**config.mk**
```make
export PLATFORM = sky130hd
export DESIGN_NAME = cpu_instruction_timing
export DESIGN_NICKNAME = d
export VERILOG_FILES = /design/src/cpu_timing_pkg.sv /design/src/alu_if.sv /design/src/cpu_instruction_timing.sv /design/src/cpu_arith_unit.sv
export VERILOG_INCLUDE_DIRS = /design/src
export SDC_FILE = /design/constraint.sdc
export NUM_CORES = 1
export LEC_CHECK = 0
export ABC_AREA = 1
export BUFFER_PORTS_ARGS = -buffer_cell sky130_fd_sc_hd__buf_2
export CAP_MARGIN = 20
export CELL_PAD_IN_SITES_DETAIL_PLACEMENT = 1
export CELL_PAD_IN_SITES_GLOBAL_PLACEMENT = 2
export CORE_MARGIN = 1.5
export CORE_UTILIZATION = 34
export CTS_BUF_LIST = sky130_fd_sc_hd__clkbuf_8
export CTS_CLUSTER_SIZE = 12
export DETAILED_ROUTE_END_ITERATION = 8
export GPL_ROUTABILITY_DRIVEN = 0
export PLACE_DENSITY_LB_ADDON = 0.12
export SLEW_MARGIN = 20
export SYNTH_ARGS = -nofsm -noshare
export SYNTH_HDL_FRONTEND = slang
export SYNTH_SLANG_ARGS = --single-unit
export TNS_END_PERCENT = 5
```
**constraint.sdc**
```tcl
create_clock -name clk_i -period 12.2 [get_ports clk_i]
set_input_delay 0.61 -clock clk_i [delete_from_list [all_inputs] [get_ports clk_i]]
set_output_delay 0.61 -clock clk_i [all_outputs]
set_load 0.03 [all_outputs]
```
**src/cpu_timing_defines.svh**
```systemverilog
/*
 * Constants of the instruction timing core: flag positions, cycle counts and clock figures.
 * Assumes it is included by its bare name by every file that needs a figure.
 */
`ifndef CPU_TIMING_DEFINES_SVH
`define CPU_TIMING_DEFINES_SVH

// Flag positions in the program status word.
`define CIT_PSW_CY 7
`define CIT_PSW_AC 6
`define CIT_PSW_OV 2
`define CIT_PSW_P 0

// Reset values of the architectural registers.
`define CIT_RST_BYTE 8'h00
`define CIT_RST_WORD 16'h0000

// Clock figures: top rate in MHz and the period of this build in ns.
`define CIT_CLK_MAX_MHZ 25
`define CIT_CLK_PERIOD_NS 5

// Cycle counts of the timing table.
`define CIT_MAX_CYCLES 4'd8
`define CIT_CYC_ONE 4'd1
`define CIT_CYC_TWO 4'd2
`define CIT_CYC_THREE 4'd3
`define CIT_CYC_PRODUCT 4'd4
`define CIT_CYC_QUOTIENT 4'd8

`endif

```
**src/cpu_timing_pkg.sv**
```systemverilog
/*
 * Types of the instruction timing core: operations, operand sources and states.
 * Assumes nothing of its surroundings.
 */
package cpu_timing_pkg;

	// Operation carried out at retirement.
	typedef enum logic [3:0] {
		OP_NONE, OP_ADD, OP_ADD_WITH_CARRY, OP_SUBTRACT_WITH_BORROW, OP_INC, OP_DEC,
		OP_INC_DATA_POINTER, OP_PRODUCT, OP_QUOTIENT, OP_DECIMAL_ADJUST
	} op_t;

	// Where the source or target operand lives.
	typedef enum logic [2:0] {SRC_ACC, SRC_DIRECT, SRC_INDIRECT, SRC_IMM, SRC_REG} src_t;

	// Execute stage state.
	typedef enum logic {ST_IDLE, ST_EXEC} state_t;

endpackage : cpu_timing_pkg

```
**src/alu_if.sv**
```systemverilog
/*
 * Carrier between the timing core and its arithmetic unit.
 * Assumes both ends sit on the same clock; the unit is purely combinational.
 */
`timescale 1ns/1ps
`default_nettype none

interface alu_if;
	cpu_timing_pkg::op_t  op;
	cpu_timing_pkg::src_t src;
	logic [7:0]           acc;
	logic [7:0]           b;
	logic [7:0]           program_status_word;
	logic [7:0]           opnd;
	logic [7:0]           res_acc;
	logic [7:0]           res_b;
	logic [7:0]           res_mem;
	logic [7:0]           res_psw;

	modport core (output op, src, acc, b, program_status_word, opnd, input res_acc, res_b, res_mem, res_psw);
	modport unit (input op, src, acc, b, program_status_word, opnd, output res_acc, res_b, res_mem, res_psw);
endinterface : alu_if

`default_nettype wire

```
**src/cpu_instruction_timing.sv**
```systemverilog
/*
 * Execute stage of a pipelined 8-bit controller core: decodes each issued opcode into
 * a cycle count, holds it for that many clocks and retires it, applying arithmetic
 * results to the accumulator, B, the program status word and the data pointer.
 * Assumes fetch supplies the opcode, its byte length, the fetched source operand and,
 * for a conditional branch, whether the condition holds, all on the same clock.
 */
// Operation
// - No instruction is held for more than eight clock cycles.
// - Runs to 25 MHz; one-cycle instructions retire back to back.
// - Instruction set of 109 opcodes with the given spread of cycle counts.
// - Opcodes, addressing and flag effects match the standard instruction set.
// - Timing counts plain clock cycles, no machine-cycle grouping.
// - Most instructions take as many cycles as they have bytes.
// - A conditional branch not taken finishes one cycle sooner.
// - Add: register 1/1, direct 2/2, indirect 1/2, immediate 2/2.
// - Add with carry adds the carry too; same sizes and cycles as add.
// - Subtract with borrow; register 1/1, direct and immediate 2/2, indirect 1/2.
`timescale 1ns/1ps
`default_nettype none
`include "cpu_timing_defines.svh"

module cpu_instruction_timing #(
	parameter logic [3:0] MAX_CYCLES = `CIT_MAX_CYCLES
) (
	// Clock and reset.
	input  wire logic        clk_i,
	input  wire logic        sys_rst_i,
	// Issue port from fetch.
	input  wire logic        issue_valid_i,
	output logic             issue_ready_o,
	input  wire logic [7:0]  opcode_i,
	input  wire logic [2:0]  instr_bytes_i,
	input  wire logic [7:0]  operand_i,
	input  wire logic        cond_true_i,
	// Retirement and write-back.
	output logic             retire_o,
	output logic [3:0]       retire_cycles_o,
	output logic             mem_we_o,
	output logic [7:0]       mem_wdata_o,
	// Architectural state.
	output logic [7:0]       acc_o,
	output logic [7:0]       b_o,
	output logic [7:0]       program_status_word_o,
	output logic [15:0]      data_pointer_o
);

	////////////////////////////////////////////////////////////////////////////
	// Opcode decode.

	// Split the opcode into its row and column.
	wire [3:0] hi_w = opcode_i[7:4];
	wire [3:0] lo_w = opcode_i[3:0];
	wire       col_w = (lo_w >= 4'h4);

	// Arithmetic group rows.
	wire is_add  = (hi_w == 4'h2) & col_w;
	wire is_add_with_carry = (hi_w == 4'h3) & col_w;
	wire is_subtract_with_borrow = (hi_w == 4'h9) & col_w;
	wire is_inc  = (hi_w == 4'h0) & col_w;
	wire is_dec  = (hi_w == 4'h1) & col_w;
	wire is_idp  = (opcode_i == 8'ha3);
	wire is_prod = (opcode_i == 8'ha4);
	wire is_quot = (opcode_i == 8'h84);
	wire is_da   = (opcode_i == 8'hd4);
	wire is_ar   = is_add | is_add_with_carry | is_subtract_with_borrow;

	// Operand source from the column.
	cpu_timing_pkg::src_t src_w;
	assign src_w = lo_w[3] ? cpu_timing_pkg::SRC_REG :
		(lo_w[3:1] == 3'b011) ? cpu_timing_pkg::SRC_INDIRECT :
		(lo_w == 4'h5) ? cpu_timing_pkg::SRC_DIRECT :
		(is_ar ? cpu_timing_pkg::SRC_IMM : cpu_timing_pkg::SRC_ACC);

	// Register and accumulator forms take one cycle, every other source two.
	wire [3:0] src_cyc = (src_w == cpu_timing_pkg::SRC_REG ||
		src_w == cpu_timing_pkg::SRC_ACC) ? `CIT_CYC_ONE : `CIT_CYC_TWO;

	// Conditional branches: two-byte relative forms and three-byte test forms.
	wire br2_w = (opcode_i == 8'h40) | (opcode_i == 8'h50) | (opcode_i == 8'h60) |
		(opcode_i == 8'h70) | ((hi_w == 4'hd) & lo_w[3]);
	wire br3_w = (opcode_i == 8'h10) | (opcode_i == 8'h20) | (opcode_i == 8'h30) |
		((hi_w == 4'hb) & col_w) | (opcode_i == 8'hd5);
	wire is_br = br2_w | br3_w;
	wire [3:0] br_base = br2_w ? `CIT_CYC_TWO : `CIT_CYC_THREE;
	wire [3:0] br_cyc  = br_base + {3'b000, cond_true_i};

	// Operation selection.
	cpu_timing_pkg::op_t op_w;
	assign op_w = is_add ? cpu_timing_pkg::OP_ADD : is_add_with_carry ? cpu_timing_pkg::OP_ADD_WITH_CARRY :
		is_subtract_with_borrow ? cpu_timing_pkg::OP_SUBTRACT_WITH_BORROW : is_inc ? cpu_timing_pkg::OP_INC :
		is_dec ? cpu_timing_pkg::OP_DEC : is_idp ? cpu_timing_pkg::OP_INC_DATA_POINTER :
		is_prod ? cpu_timing_pkg::OP_PRODUCT : is_quot ? cpu_timing_pkg::OP_QUOTIENT :
		is_da ? cpu_timing_pkg::OP_DECIMAL_ADJUST : cpu_timing_pkg::OP_NONE;

	// Remaining opcodes take one cycle per program byte, never below one.
	wire [3:0] len_cyc = (instr_bytes_i == 3'd0) ? `CIT_CYC_ONE : {1'b0, instr_bytes_i};

	// Cycle count of the issued opcode, held to the ceiling.
	wire [3:0] raw_cyc = is_prod ? `CIT_CYC_PRODUCT : is_quot ? `CIT_CYC_QUOTIENT :
		(is_idp | is_da) ? `CIT_CYC_ONE : (is_ar | is_inc | is_dec) ? src_cyc :
		is_br ? br_cyc : len_cyc;
	wire [3:0] dec_cyc = (raw_cyc > MAX_CYCLES) ? MAX_CYCLES : raw_cyc;

	////////////////////////////////////////////////////////////////////////////
	// Execute stage sequencing.

	cpu_timing_pkg::state_t state_q, state_d;
	cpu_timing_pkg::op_t    op_q;
	cpu_timing_pkg::src_t   src_q;
	logic [3:0]             cnt_q;
	logic [3:0]             cyc_q;
	logic [7:0]             opnd_q;

	// A new opcode is taken when idle or in the last cycle of the current one.
	wire last_w     = (state_q == cpu_timing_pkg::ST_EXEC) & (cnt_q == `CIT_CYC_ONE);
	assign issue_ready_o = (state_q == cpu_timing_pkg::ST_IDLE) | last_w;
	wire issue_fire = issue_valid_i & issue_ready_o;

	// Next state of the stage.
	always_comb begin
		case (state_q)
			cpu_timing_pkg::ST_IDLE: begin
				state_d = issue_fire ? cpu_timing_pkg::ST_EXEC : cpu_timing_pkg::ST_IDLE;
			end
			cpu_timing_pkg::ST_EXEC: begin
				state_d = (last_w & ~issue_fire) ? cpu_timing_pkg::ST_IDLE : cpu_timing_pkg::ST_EXEC;
			end
			default: begin
				state_d = cpu_timing_pkg::ST_IDLE;
			end
		endcase
	end

	// Cycle counter: one count per clock, loaded at issue.
	always_ff @(posedge clk_i) begin
		if (sys_rst_i) begin
			state_q <= cpu_timing_pkg::ST_IDLE;
			cnt_q   <= 4'h0;
		end else begin
			state_q <= state_d;
			cnt_q   <= issue_fire ? dec_cyc : (cnt_q != 4'h0) ? cnt_q - 4'h1 : 4'h0;
		end
	end

	// Operands latched at issue.
	always_ff @(posedge clk_i) begin
		if (sys_rst_i) begin
			op_q   <= cpu_timing_pkg::OP_NONE;
			src_q  <= cpu_timing_pkg::SRC_ACC;
			cyc_q  <= 4'h0;
			opnd_q <= `CIT_RST_BYTE;
		end else if (issue_fire) begin
			op_q   <= op_w;
			src_q  <= src_w;
			cyc_q  <= dec_cyc;
			opnd_q <= operand_i;
		end
	end

	////////////////////////////////////////////////////////////////////////////
	// Arithmetic unit and architectural state.

	alu_if alu ();
	assign alu.op   = op_q;
	assign alu.src  = src_q;
	assign alu.acc  = acc_o;
	assign alu.b    = b_o;
	assign alu.program_status_word  = program_status_word_o;
	assign alu.opnd = opnd_q;

	cpu_arith_unit u_arith (
		.a (alu.unit)
	);

	// Increment and decrement of a register or memory byte write back outside.
	wire wr_mem = ((op_q == cpu_timing_pkg::OP_INC) | (op_q == cpu_timing_pkg::OP_DEC)) &
		(src_q != cpu_timing_pkg::SRC_ACC);

	// Results land at the end of the last cycle.
	always_ff @(posedge clk_i) begin
		if (sys_rst_i) begin
			acc_o                 <= `CIT_RST_BYTE;
			b_o                   <= `CIT_RST_BYTE;
			program_status_word_o <= `CIT_RST_BYTE;
			data_pointer_o        <= `CIT_RST_WORD;
			retire_o              <= 1'b0;
			retire_cycles_o       <= 4'h0;
			mem_we_o              <= 1'b0;
			mem_wdata_o           <= `CIT_RST_BYTE;
		end else begin
			retire_o        <= last_w;
			retire_cycles_o <= last_w ? cyc_q : 4'h0;
			mem_we_o        <= last_w & wr_mem;
			if (last_w) begin
				acc_o                 <= alu.res_acc;
				b_o                   <= alu.res_b;
				program_status_word_o <= alu.res_psw;
				mem_wdata_o           <= alu.res_mem;
				if (op_q == cpu_timing_pkg::OP_INC_DATA_POINTER) begin
					data_pointer_o <= data_pointer_o + 16'h0001;
				end
			end
		end
	end
endmodule : cpu_instruction_timing

`default_nettype wire

```
**src/cpu_arith_unit.sv**
```systemverilog
/*
 * Arithmetic group datapath: add, add with carry, subtract with borrow, increment,
 * decrement, product, quotient and decimal adjust, with their flag effects.
 * Assumes the core holds the operands stable and takes the results at retirement.
 */
`timescale 1ns/1ps
`default_nettype none
`include "cpu_timing_defines.svh"

module cpu_arith_unit (
	// Operands in, results out.
	alu_if.unit a
);

	////////////////////////////////////////////////////////////////////////////
	// Adder shared by add, add with carry and subtract with borrow.

	// Subtraction is done as addition of the inverted operand and inverted borrow.
	wire       sub_w = (a.op == cpu_timing_pkg::OP_SUBTRACT_WITH_BORROW);
	wire       cy_w  = a.program_status_word[`CIT_PSW_CY];
	wire [7:0] y_w   = sub_w ? ~a.opnd : a.opnd;
	wire       c0_w  = sub_w ? ~cy_w : ((a.op == cpu_timing_pkg::OP_ADD_WITH_CARRY) & cy_w);
	wire [8:0] s9_w  = {1'b0, a.acc} + {1'b0, y_w} + {8'h00, c0_w};
	wire [4:0] s4_w  = {1'b0, a.acc[3:0]} + {1'b0, y_w[3:0]} + {4'h0, c0_w};
	wire [7:0] s7_w  = {1'b0, a.acc[6:0]} + {1'b0, y_w[6:0]} + {7'h00, c0_w};
	wire       cy_n  = s9_w[8] ^ sub_w;
	wire       ac_n  = s4_w[4] ^ sub_w;
	wire       ov_n  = s7_w[7] ^ s9_w[8];

	// Increment and decrement work on the accumulator or on the fetched operand.
	wire [7:0] tgt_w = (a.src == cpu_timing_pkg::SRC_ACC) ? a.acc : a.opnd;
	wire [7:0] stp_w = (a.op == cpu_timing_pkg::OP_DEC) ? tgt_w - 8'h01 : tgt_w + 8'h01;

	// Product and quotient; a zero divisor leaves both registers unchanged.
	wire [15:0] prod_w = {8'h00, a.acc} * {8'h00, a.b};
	wire        dz_w   = (a.b == 8'h00);
	wire [7:0]  quo_w  = dz_w ? a.acc : a.acc / a.b;
	wire [7:0]  rem_w  = dz_w ? a.b : a.acc % a.b;

	// Decimal adjust corrects each nibble in turn; the carry is only ever set.
	wire       lo_fix = (a.acc[3:0] > 4'h9) | a.program_status_word[`CIT_PSW_AC];
	wire [8:0] da1_w  = {1'b0, a.acc} + (lo_fix ? 9'h006 : 9'h000);
	wire       hi_fix = (da1_w[7:4] > 4'h9) | cy_w | da1_w[8];
	wire [8:0] da2_w  = {1'b0, da1_w[7:0]} + (hi_fix ? 9'h060 : 9'h000);

	////////////////////////////////////////////////////////////////////////////
	// Result selection per operation.

	always_comb begin
		a.res_acc = a.acc;
		a.res_b   = a.b;
		a.res_mem = stp_w;
		a.res_psw = a.program_status_word;
		case (a.op)
			cpu_timing_pkg::OP_ADD, cpu_timing_pkg::OP_ADD_WITH_CARRY, cpu_timing_pkg::OP_SUBTRACT_WITH_BORROW: begin
				a.res_acc                = s9_w[7:0];
				a.res_psw[`CIT_PSW_CY]   = cy_n;
				a.res_psw[`CIT_PSW_AC]   = ac_n;
				a.res_psw[`CIT_PSW_OV]   = ov_n;
			end
			cpu_timing_pkg::OP_INC, cpu_timing_pkg::OP_DEC: begin
				if (a.src == cpu_timing_pkg::SRC_ACC) begin
					a.res_acc = stp_w;
				end
			end
			cpu_timing_pkg::OP_PRODUCT: begin
				a.res_acc              = prod_w[7:0];
				a.res_b                = prod_w[15:8];
				a.res_psw[`CIT_PSW_CY] = 1'b0;
				a.res_psw[`CIT_PSW_OV] = (prod_w[15:8] != 8'h00);
			end
			cpu_timing_pkg::OP_QUOTIENT: begin
				a.res_acc              = quo_w;
				a.res_b                = rem_w;
				a.res_psw[`CIT_PSW_CY] = 1'b0;
				a.res_psw[`CIT_PSW_OV] = dz_w;
			end
			cpu_timing_pkg::OP_DECIMAL_ADJUST: begin
				a.res_acc              = da2_w[7:0];
				a.res_psw[`CIT_PSW_CY] = cy_w | da1_w[8] | da2_w[8];
			end
			default: begin
				a.res_acc = a.acc;
			end
		endcase
		a.res_psw[`CIT_PSW_P] = ^a.res_acc;
	end

endmodule : cpu_arith_unit

`default_nettype wire

```
# Word-level counts from Yosys, hierarchy flattened
# Index checks and enable logic that the tools add are counted.
# word_totals
input_bits	23
word_cells	173
reg_bits	74
# op_classes
div	2
n_lt_le_gt_ge	4
reduce_logical	22
n_mux	40
n_eq_ne	32
n_addsub	13
bitwise_logic	42
multipliers	1
# op_table
op	n
2-to-1 mux 4 bit	14
2-to-1 mux 8 bit	6
== test 8 bit (second input constant)	5
case mux 8 bit (5 select lines)	1
== test 8 x 7 -> 1 bit (second input constant)	4
OR 1 bit	21
== test 4 x 3 -> 1 bit (second input constant)	5
== test 4 bit (second input constant)	5
adder 8 x 9 -> 9 bit	2
2-to-1 mux 3 bit	6
adder 16 x 1 -> 16 bit (second input constant)	1
== test 4 x 2 -> 1 bit (second input constant)	4
== test 8 x 6 -> 1 bit (second input constant)	2
multiplier 8 x 8 -> 16 bit	1
case mux 8 bit (2 select lines)	1
bitwise AND 1 bit	13
== test 4 x 1 -> 1 bit (second input constant)	3
greater-than comparator 4 bit (second input constant)	3
adder 8 x 8 -> 9 bit	1
adder 9 x 1 -> 9 bit	1
logical NOT 3 bit	3
nonzero test 3 bit	3
adder 7 x 7 -> 8 bit	1
adder 8 x 1 -> 8 bit	1
32 further kinds	49

# Longest topological paths before layout
# Gate-level depths: netlist of the first run.
# depth
word_depth	18
ltp_mapped	79

# Cells and area by module
# A second synthesis of the first run with hierarchy kept.
# unflattened
hier_cells	1517
area_unflattened_um2	9584.2
# by_module_without_submodules
mod	cells_per_inst	n_inst	area_each_um2
cpu_arith_unit	1045	1	6249.7
cpu_instruction_timing	472	1	3334.4

# Least setup slack after synthesis of the first run
# Ideal clock, no wire load.
# synth_timing
kind	reg-to-reg
from	register b_o[0]
to	register program_status_word_o[0]
t_arrival_ps	9112
path_stages_with_launch	75
setup_slack_ps	2979
path_cell_list	dfxtp_1 -> inv_1 -> ha_1 -> nor2_1 -> nor2_1 -> nand2_1 -> nand2_1 -> nand2_1 -> ha_1 -> inv_1 -> o21bai_1 -> nand2_1 -> inv_1 -> nand2_1 -> nand2_1 -> inv_1 -> ha_1 -> a21oi_1 -> [39 not listed] -> ha_1 -> inv_1 -> nor3_1 -> nand2_1 -> nand3_1 -> nand2_1 -> nand2_1 -> nand2_1 -> nand2_1 -> nand2_1 -> nand2_1 -> inv_1 -> nand2_1 -> nand2_1 -> nand3_1 -> nand3_1 -> nand2_1 -> inv_1
# synth_between
elab_chain_len	4
word_cells_on_any_way	6
cone_classes	mul: 1; div: 1; mux: 2; reduce/logical: 2
# synth_lines
element	line	source
start: declaration	cpu_instruction_timing.sv:43	output logic [7:0] b_o,
start signal: assignment	cpu_instruction_timing.sv:184	b_o <= `CIT_RST_BYTE;
start signal: assignment	cpu_instruction_timing.sv:197	b_o <= alu.res_b;
divider 8 x 8 -> 8 bit / logical NOT 8 bit (equally long branches)	cpu_arith_unit.sv:37, cpu_arith_unit.sv:36	
2-to-1 mux 8 bit	cpu_arith_unit.sv:37	wire [7:0] quo_w = dz_w ? a.acc : a.acc / a.b;
case mux 8 bit (5 select lines) *	cpu_arith_unit.sv:54	case (a.op)
XOR reduction 8 bit *	cpu_arith_unit.sv:86	a.res_psw[`CIT_PSW_P] = ^a.res_acc;
end signal: assignment	cpu_instruction_timing.sv:185	program_status_word_o <= `CIT_RST_BYTE;
end signal: assignment	cpu_instruction_timing.sv:198	program_status_word_o <= alu.res_psw;
end: declaration	cpu_instruction_timing.sv:44	output logic [7:0] program_status_word_o,
# Mark *: on every way between the ends. The rest lies on a longest branch, timed or not.
# A chain may end at the register's enable or synchronous reset.

# Worst setup path in the final report of the first run
# Ends and elaborated chain as after synthesis.

==> results of run 1 <==
[sequential cells by signal, summed over array words and instances, names as in the netlist]
register	cells
acc_o	8
cnt_q	4
alu.op	4
mem_wdata_o	8
data_pointer_o	16
retire_o	1
alu.opnd	8
b_o	8
program_status_word_o	4
cyc_q	4
state_q	1
retire_cycles_o	4
alu.src	3
mem_we_o	1
[worst paths after layout]
check | start | end
worst max-delay path | b_o[0]$_SDFFE_PP0P_ | program_status_word_o[0]$_SDFFE_PP0P_
worst min-delay path | cyc_q[1]$_SDFFE_PP0P_ | retire_cycles_o[1]$_SDFF_PP0_
worst max register to register | b_o[0]$_SDFFE_PP0P_ | program_status_word_o[0]$_SDFFE_PP0P_
worst min register to register | cyc_q[1]$_SDFFE_PP0P_ | retire_cycles_o[1]$_SDFF_PP0_
[layout make-up]
type	count	share of cell area (%)
clock buffers	9	1.21
clock inverters	7	0.793
inverters	287	10.5
multi-input cells	1092	64.4
flip-flops and latches	74	14.5
well taps	341	4.16
repair buffers	86	4.51
[through the flow]
step / hold WS (ns) / util (%) / instances / setup WS, ns / instance area [um^2]
final: 0.432 / 38.1 / 1896 / 1.47 / 10300
after global routing: 0.473 / 38.1 / 1896 / 0.224 / 10300
after CTS: 0.437 / 38.1 / 1896 / 1.29 / 10300
after detailed placement: 0.423 / 37.3 / 1880 / 1.34 / 10100
after global placement: 0.420 / 37.3 / 1880 / 1.93 / 10100
after floorplan: 0.408 / - / 1495 / 2.98 / 9360
[worst reg2reg max path, delay by kind of cell (launching register included)]
| family | cells | cell delay (ns) |
|---|---|---|
| buf+inv | 11 | 0.99 |
| xor+xnor | 1 | 0.20 |
| compound gates | 8 | 1.63 |
| simple gates | 45 | 4.78 |
| fa+ha+maj | 8 | 2.55 |
| flops | 1 | 0.49 |
[layout by cell type (no fill, tap or decap), types with 8 or more instances in the layout]
cell / netlist / routed
inv_1: 280 / 280
o211ai_1: 8 / 8
dfxtp_1: 74 / 73
fa_1: 42 / 42
o21ai_0: 76 / 76
nor2_1: 133 / 133
clkbuf_8: 0 / 9
buf_2: 4 / 73
nor3_1: 18 / 18
a31oi_1: 10 / 10
xnor2_1: 11 / 11
nand4_1: 18 / 18
nand3_1: 96 / 96
buf_4: 5 / 13
or2_2: 13 / 13
xor2_1: 34 / 34
nand2_1: 373 / 373
a21oi_1: 93 / 93
ha_1: 96 / 96
[logic make-up after synthesis]
logic type | count (synthesis) | synth area share [%]
simple gates | 693 | 32.1
flops | 74 | 15.9
xor+xnor | 45 | 4.22
other cells | 1 | 0.0401
fa+ha+maj | 138 | 21.8
compound gates | 212 | 12.3
buf+inv | 329 | 13.6
[routing by layer]
| metal | vias to the layer above | wire, um | global-route usage, % |
|---|---|---|---|
| li1 | 4796 | - | - |
| met1 | 4394 | 14500 | 28.9 |
| met2 | 112 | 14100 | 38.2 |
| met3 | 28 | 695 | 2.17 |
| met4 | 0 | 465 | 4.77 |
| met5 | - | 0 | 0 |
==> out/summary.txt, run 1 <==
status - finished, final reports clean
die area - 28,500 um^2
Hold Crit Class - flip-flop to flip-flop
Die W - 169 um
Initial DRC Count - 311
max cap viols - 0
FF-to-FF path depth - 73
Synth area leaders - dfxtp_1 16%, nand2_1 15%, ha_1 13%
# diodes - 0
flip-flop and latch area - 1480 um^2
Post-Synthesis Cells - 1,492
I/O Buffers - 73
Hold Path Depth - 2
Tcrit/Tclk final - 87.9%
final WL - 29,700 um
total track usage - 21.8%
crit path launch type - flip-flop
# nets final - 1,711
cell depth of the worst setup path - 73
CTS H-tree lvls - 3
cell row count - 60
Seq/Total Area, Yosys - 15.9%
fillers - 3,621
die height - 169 um
clk buf depth - 2
Top delay family on crit path - simple AND/OR/NAND/NOR gates
CTS clock-pin slew for the worst setup and hold paths - 0.09 ns
final setup fails - 0
synth cell count leaders - 373 x nand2_1, 280 x inv_1, 133 x nor2_1
largest net degree at the start of global routing - 42
minimum clock period - 10.73 ns
via count of the routed design - 9,330
final setup skew - 0.0238 ns
CORE AREA - 27,000 um^2
worst setup path class - flip-flop to flip-flop
Slew Limit Fails - 0
CP Max Fanout - 13
Multi-input gate area - 6600 um^2
CTS Hold Bufs - 0
Overflow after GRT - 0
Arr. time, crit path - 11.00 ns
Worst Max-Slew Pin Slew - 0.807 ns
CP max stage cell - dfxtp_2
Max Clk Rate - 93.2 MHz
Clock Sinks - 74
worst path required time - 12.47 ns
setup TNS - 0 ns
TritonCTS clock tree - built
Mean Syn Cell Area - 6.26 um^2
cts bufs inserted - 9
DP Wirelength - 24,500 um
vias in the first global route - 9,583
Post-synth EDFFs - 0
Async SR Flop Fraction - 0%
Syn Std Cell Area - 9350 um^2
Vias/cell - 4.92
Ys Warns - 0
max_slew headroom - 45.5%
Yosys top cell by area - dfxtp_1
cts repair resizes - 0
drt pass-1 iters - 5
slack of the worst reg-to-reg path - 1.47 ns
most used cell, CP - nand2_1
Routed wire per std cell - 15.7 um
initial antenna violation count - 0
Area Growth Syn to Fin - 9.75%
Clock Latency Late Sink - 0.38 ns
number of remaining DRC errors - 0
Critical Path Max Stage Delay - 0.49 ns
Fin. Hold Viols - 0
unique cell type count in the Yosys netlist - 47
RSZ-0062 raised after global routing - no
Ports - 78
Worst setup EP type - flip-flop
Yosys top cell area share - 15.9%
top_reg_cell synth - dfxtp_1
flops & latches, synth - 74
WP buf/inv - 11
post-CTS setup repair buffer count - 0
first-pass GRT wire length - 49,600 um
Detail Route Antenna Nets - 0
starting density of the core - 34.7%
root buffer cell - clkbuf_8
top-count cell post-synth - nand2_1
share of cells above drive strength 1 - 9.58%
Power of run 1 is left out: the tool's default activity adds up to more than one toggle a clock period on the data nets, which glitch-free logic cannot reach.
==> run 2: changes to the inputs <==
--- a/config.mk
+++ b/config.mk
@@ -6,18 +6,18 @@
 export SDC_FILE = /design/constraint.sdc
 export NUM_CORES = 1
 export LEC_CHECK = 0
-export ABC_AREA = 1
 export BUFFER_PORTS_ARGS = -buffer_cell sky130_fd_sc_hd__buf_2
 export CAP_MARGIN = 20
 export CELL_PAD_IN_SITES_DETAIL_PLACEMENT = 1
 export CELL_PAD_IN_SITES_GLOBAL_PLACEMENT = 2
 export CORE_MARGIN = 1.5
-export CORE_UTILIZATION = 34
+export CORE_UTILIZATION = 37
 export CTS_BUF_LIST = sky130_fd_sc_hd__clkbuf_8
 export CTS_CLUSTER_SIZE = 12
 export DETAILED_ROUTE_END_ITERATION = 8
 export GPL_ROUTABILITY_DRIVEN = 0
 export PLACE_DENSITY_LB_ADDON = 0.12
+export SETUP_SLACK_MARGIN = 0.02
 export SLEW_MARGIN = 20
 export SYNTH_ARGS = -nofsm -noshare
 export SYNTH_HDL_FRONTEND = slang
==> run 2 against run 1 <==
  * Worst setup slack lost 0.74 ns
  * Fmax decreased by 6.4%
  * Synthesized area is 7.2% lower
  * First-iteration DRC count rose by 28%
  * Count of clock-buffer cells in the layout is the same
  * Flip-flop and latch count unchanged
  * Wire length shrank 4.8%
  * Die area is 14% lower
  * Critical endpoint is now b_o[5]$_SDFFE_PP0P_
==> out/summary.txt, run 2 <==
status - finished, final reports clean (unchanged)
Inst Count DP - 1,475 (was 1,880)
Synth area leaders - dfxtp_1 17%, ha_1 14%, fa_1 9.7% (was dfxtp_1 16%, nand2_1 15%, ha_1 13%)
root buffer cell - clkbuf_8 (unchanged)
top-count cell post-synth - nor2_1 (was nand2_1)
most used cell, CP - ha_1 (was nand2_1)
vias in the first global route - 8,327 (was 9,583)
Flop pwr share - 10.1%
final setup fails - 0 (unchanged)
Tcrit/Tclk final - 94.0% (was 87.9%)
Post-synth EDFFs - 0 (unchanged)
I/O Buffers - 73 (unchanged)
initial antenna violation count - 1 (was 0)
Yosys top cell by area - dfxtp_1 (unchanged)
Clock Latency Late Sink - 0.38 ns (about the same)
Max Clk Rate - 87.2 MHz (was 93.2 MHz)
Lkg Pwr - 4.39 nW
final WL - 28,300 um (was 29,700 um)
number of remaining DRC errors - 0 (unchanged)
final setup skew - 0.0173 ns (was 0.0238 ns)
sw frac - 51.1%
Die W - 156 um (was 169 um)
worst setup path class - flip-flop to flip-flop (unchanged)
flops & latches, synth - 74 (unchanged)
largest net degree at the start of global routing - 50 (was 42)
most frequent cells in the layout - 149 x nor2_1, 96 x nand2_1, 96 x ha_1 (was 373 x nand2_1, 280 x inv_1, 133 x nor2_1)
Initial DRC Count - 397 (was 311)
starting density of the core - 38.0% (was 34.7%)
max FFs per register - 16 (unchanged)
Post-Synthesis Cells - 1,120 (was 1,492)
max cap viols - 0 (unchanged)
P_int - 1.26 mW
Yosys top cell area share - 17.1% (was 15.9%)
first-pass GRT wire length - 45,400 um (was 49,600 um)
cell row count - 55 (was 60)
CP Max Fanout - 13 (unchanged)
Detail Route Antenna Nets - 0 (unchanged)
largest register by flop count - data_pointer_o (unchanged)
Fin. Hold Viols - 0 (unchanged)
Ys Warns - 0 (unchanged)
Async SR Flop Fraction - 0% (unchanged)
Pwr Density - 268 nW/um^2
CTS clock-pin slew for the worst setup and hold paths - 0.09 ns (about the same)
Syn Std Cell Area - 8670 um^2 (was 9350 um^2)
via count of the routed design - 8,164 (was 9,330)
Overflow after GRT - 0 (unchanged)
Ports - 78 (unchanged)
fillers - 2,891 (was 3,621)
DP Wirelength - 22,200 um (was 24,500 um)
Worst setup EP type - flip-flop (unchanged)
drt pass-1 iters - 4 (was 5)
synth cell count leaders - 149 x nor2_1, 96 x ha_1, 96 x nand2_1 (was 373 x nand2_1, 280 x inv_1, 133 x nor2_1)
Worst Max-Slew Pin Slew - 0.993 ns (was 0.807 ns)
commonest non-fill, non-tap cell in the layout - nor2_1 (was nand2_1)
total track usage - 24.0% (was 21.8%)
die height - 156 um (was 169 um)
Mean Syn Cell Area - 7.74 um^2 (was 6.26 um^2)
die area - 24,400 um^2 (was 28,500 um^2)
Clock Sinks - 74 (unchanged)
Arr. time, crit path - 11.71 ns (was 11.00 ns)
share of cells above drive strength 1 - 13.5% (was 9.58%)
Hold Crit Class - flip-flop to flip-flop (unchanged)
top_reg_cell synth - dfxtp_1 (unchanged)
final core utilization - 42.1% (was 38.1%)
Switch Pwr - 1.32 mW
crit path launch type - flip-flop (unchanged)
unique cell type count in the Yosys netlist - 83 (was 47)
Layout Cells excl Fill - 1,494 (was 1,896)
Area Growth Syn to Fin - 11.0% (was 9.75%)
Critical Path Max Stage Delay - 0.52 ns (was 0.49 ns)
CP max stage cell - or3b_2 (was dfxtp_2)
minimum clock period - 11.46 ns (was 10.73 ns)
Vias/cell - 5.46 (was 4.92)
Slew Limit Fails - 0 (unchanged)
Seq/Total Area, Yosys - 17.1% (was 15.9%)
CORE AREA - 22,800 um^2 (was 27,000 um^2)
# nets final - 1,336 (was 1,711)
setup TNS - 0 ns (unchanged)
worst path required time - 12.45 ns (was 12.47 ns)
Comb power frac - 82.4%
max_slew headroom - 33.8% (was 45.5%)
CTS H-tree lvls - 3 (unchanged)
cts bufs inserted - 9 (unchanged)
TritonCTS clock tree - built (unchanged)
maximum vdd ir drop - 0.341 mV
Routed wire per std cell - 18.9 um (was 15.7 um)
clk buf depth - 2 (unchanged)
clock power share - 7.6%
## run 2: power by group through the flow
stage | registers [mW] | logic, mW | clock network [mW]
2_1_floorplan | 0.263 | 1.43 | 0
3_3_place_gp | 0.265 | 1.89 | 0
3_5_place_dp | 0.265 | 1.91 | 0
4_1_cts | 0.259 | 1.93 | 0.202
5_1_grt | 0.261 | 2.30 | 0.212
6_report | 0.259 | 2.12 | 0.195
## run 2: layout make-up
class                           instances  area, um^2  share of cell area [%]
Clock buffer                            9         124                    1.29
Inverter                               78         293                    3.04
Multi-Input combinational cell        917        6740                    70.0
Timing Repair Buffer                   95         531                    5.51
Tap cell                              313         392                    4.07
Clock inverter                          7        65.1                   0.676
Sequential cell                        74        1480                    15.4
Antenna cell                            1        2.50                  0.0260
## run 2: worst max-delay path, delay by kind of cell, from the launching register on
kind	cells	cell delay, ns
AO/OA/AOI/OAI	23	4.63
AND/OR/NAND/NOR	11	2.59
adder cells (fa/ha/maj)	7	2.02
multiplexers	3	0.91
buffers and inverters	4	0.71
flip-flops	1	0.46
## run 2: path summary, 6_finish.rpt
kind	from	endpoint	slack, ns	cells after the start
min	mem_wdata_o[3]$_SDFFE_PP0P_	mem_wdata_o[3]$_SDFFE_PP0P_	0.46	2
min reg2reg	mem_wdata_o[3]$_SDFFE_PP0P_	mem_wdata_o[3]$_SDFFE_PP0P_	0.46	2
max reg2reg	b_o[7]$_SDFFE_PP0P_	b_o[5]$_SDFFE_PP0P_	0.74	48
max	b_o[7]$_SDFFE_PP0P_	b_o[5]$_SDFFE_PP0P_	0.74	48
## run 2: cell families (layout without fill, tap and decap cells)
group                    Yosys count  in the layout  share of synthesized area, %
flip-flops                        74             74                          17.1
adder cells (fa/ha/maj)          138            138                          23.5
AO/OA/AOI/OAI                    251            251                          19.0
buffers and inverters            132            189                          5.99
other                              1              5                        0.0432
XOR/XNOR                          72             72                          7.27
multiplexers                      23             23                          2.89
AND/OR/NAND/NOR                  429            429                          24.2
## run 2: per-stage QoR
step                setup slack, ns  area, um^2  total power, mW  hold slack [ns]
floorplan                     0.865        8680             1.70            0.430
global placement              0.337        9370             2.15            0.442
detailed placement          -0.0223        9370             2.17            0.445
CTS                          0.0380        9560             2.39            0.441
global route                -0.0717        9620             2.77            0.449
finish                        0.737        9630             2.58            0.462
## run 2: per-layer routing
| metal | GRT usage, % | share of wire (%) |
|---|---|---|
| met1 | 30.7 | 46 |
| met5 | 0 | 0 |
| met2 | 41.9 | 48 |
| met4 | 5.80 | 2.1 |
| met3 | 3.78 | 3.9 |
## run 2: what timing repair did
item,4_1_cts,5_1_grt
pin swaps,0,2
buffers inserted,0,2
endpoints found under the setup margin,2,10
hold buffers,0,0
gates cloned,0,0
resized for setup,1,15
Note: power is estimated with default switching activity, not from simulation.
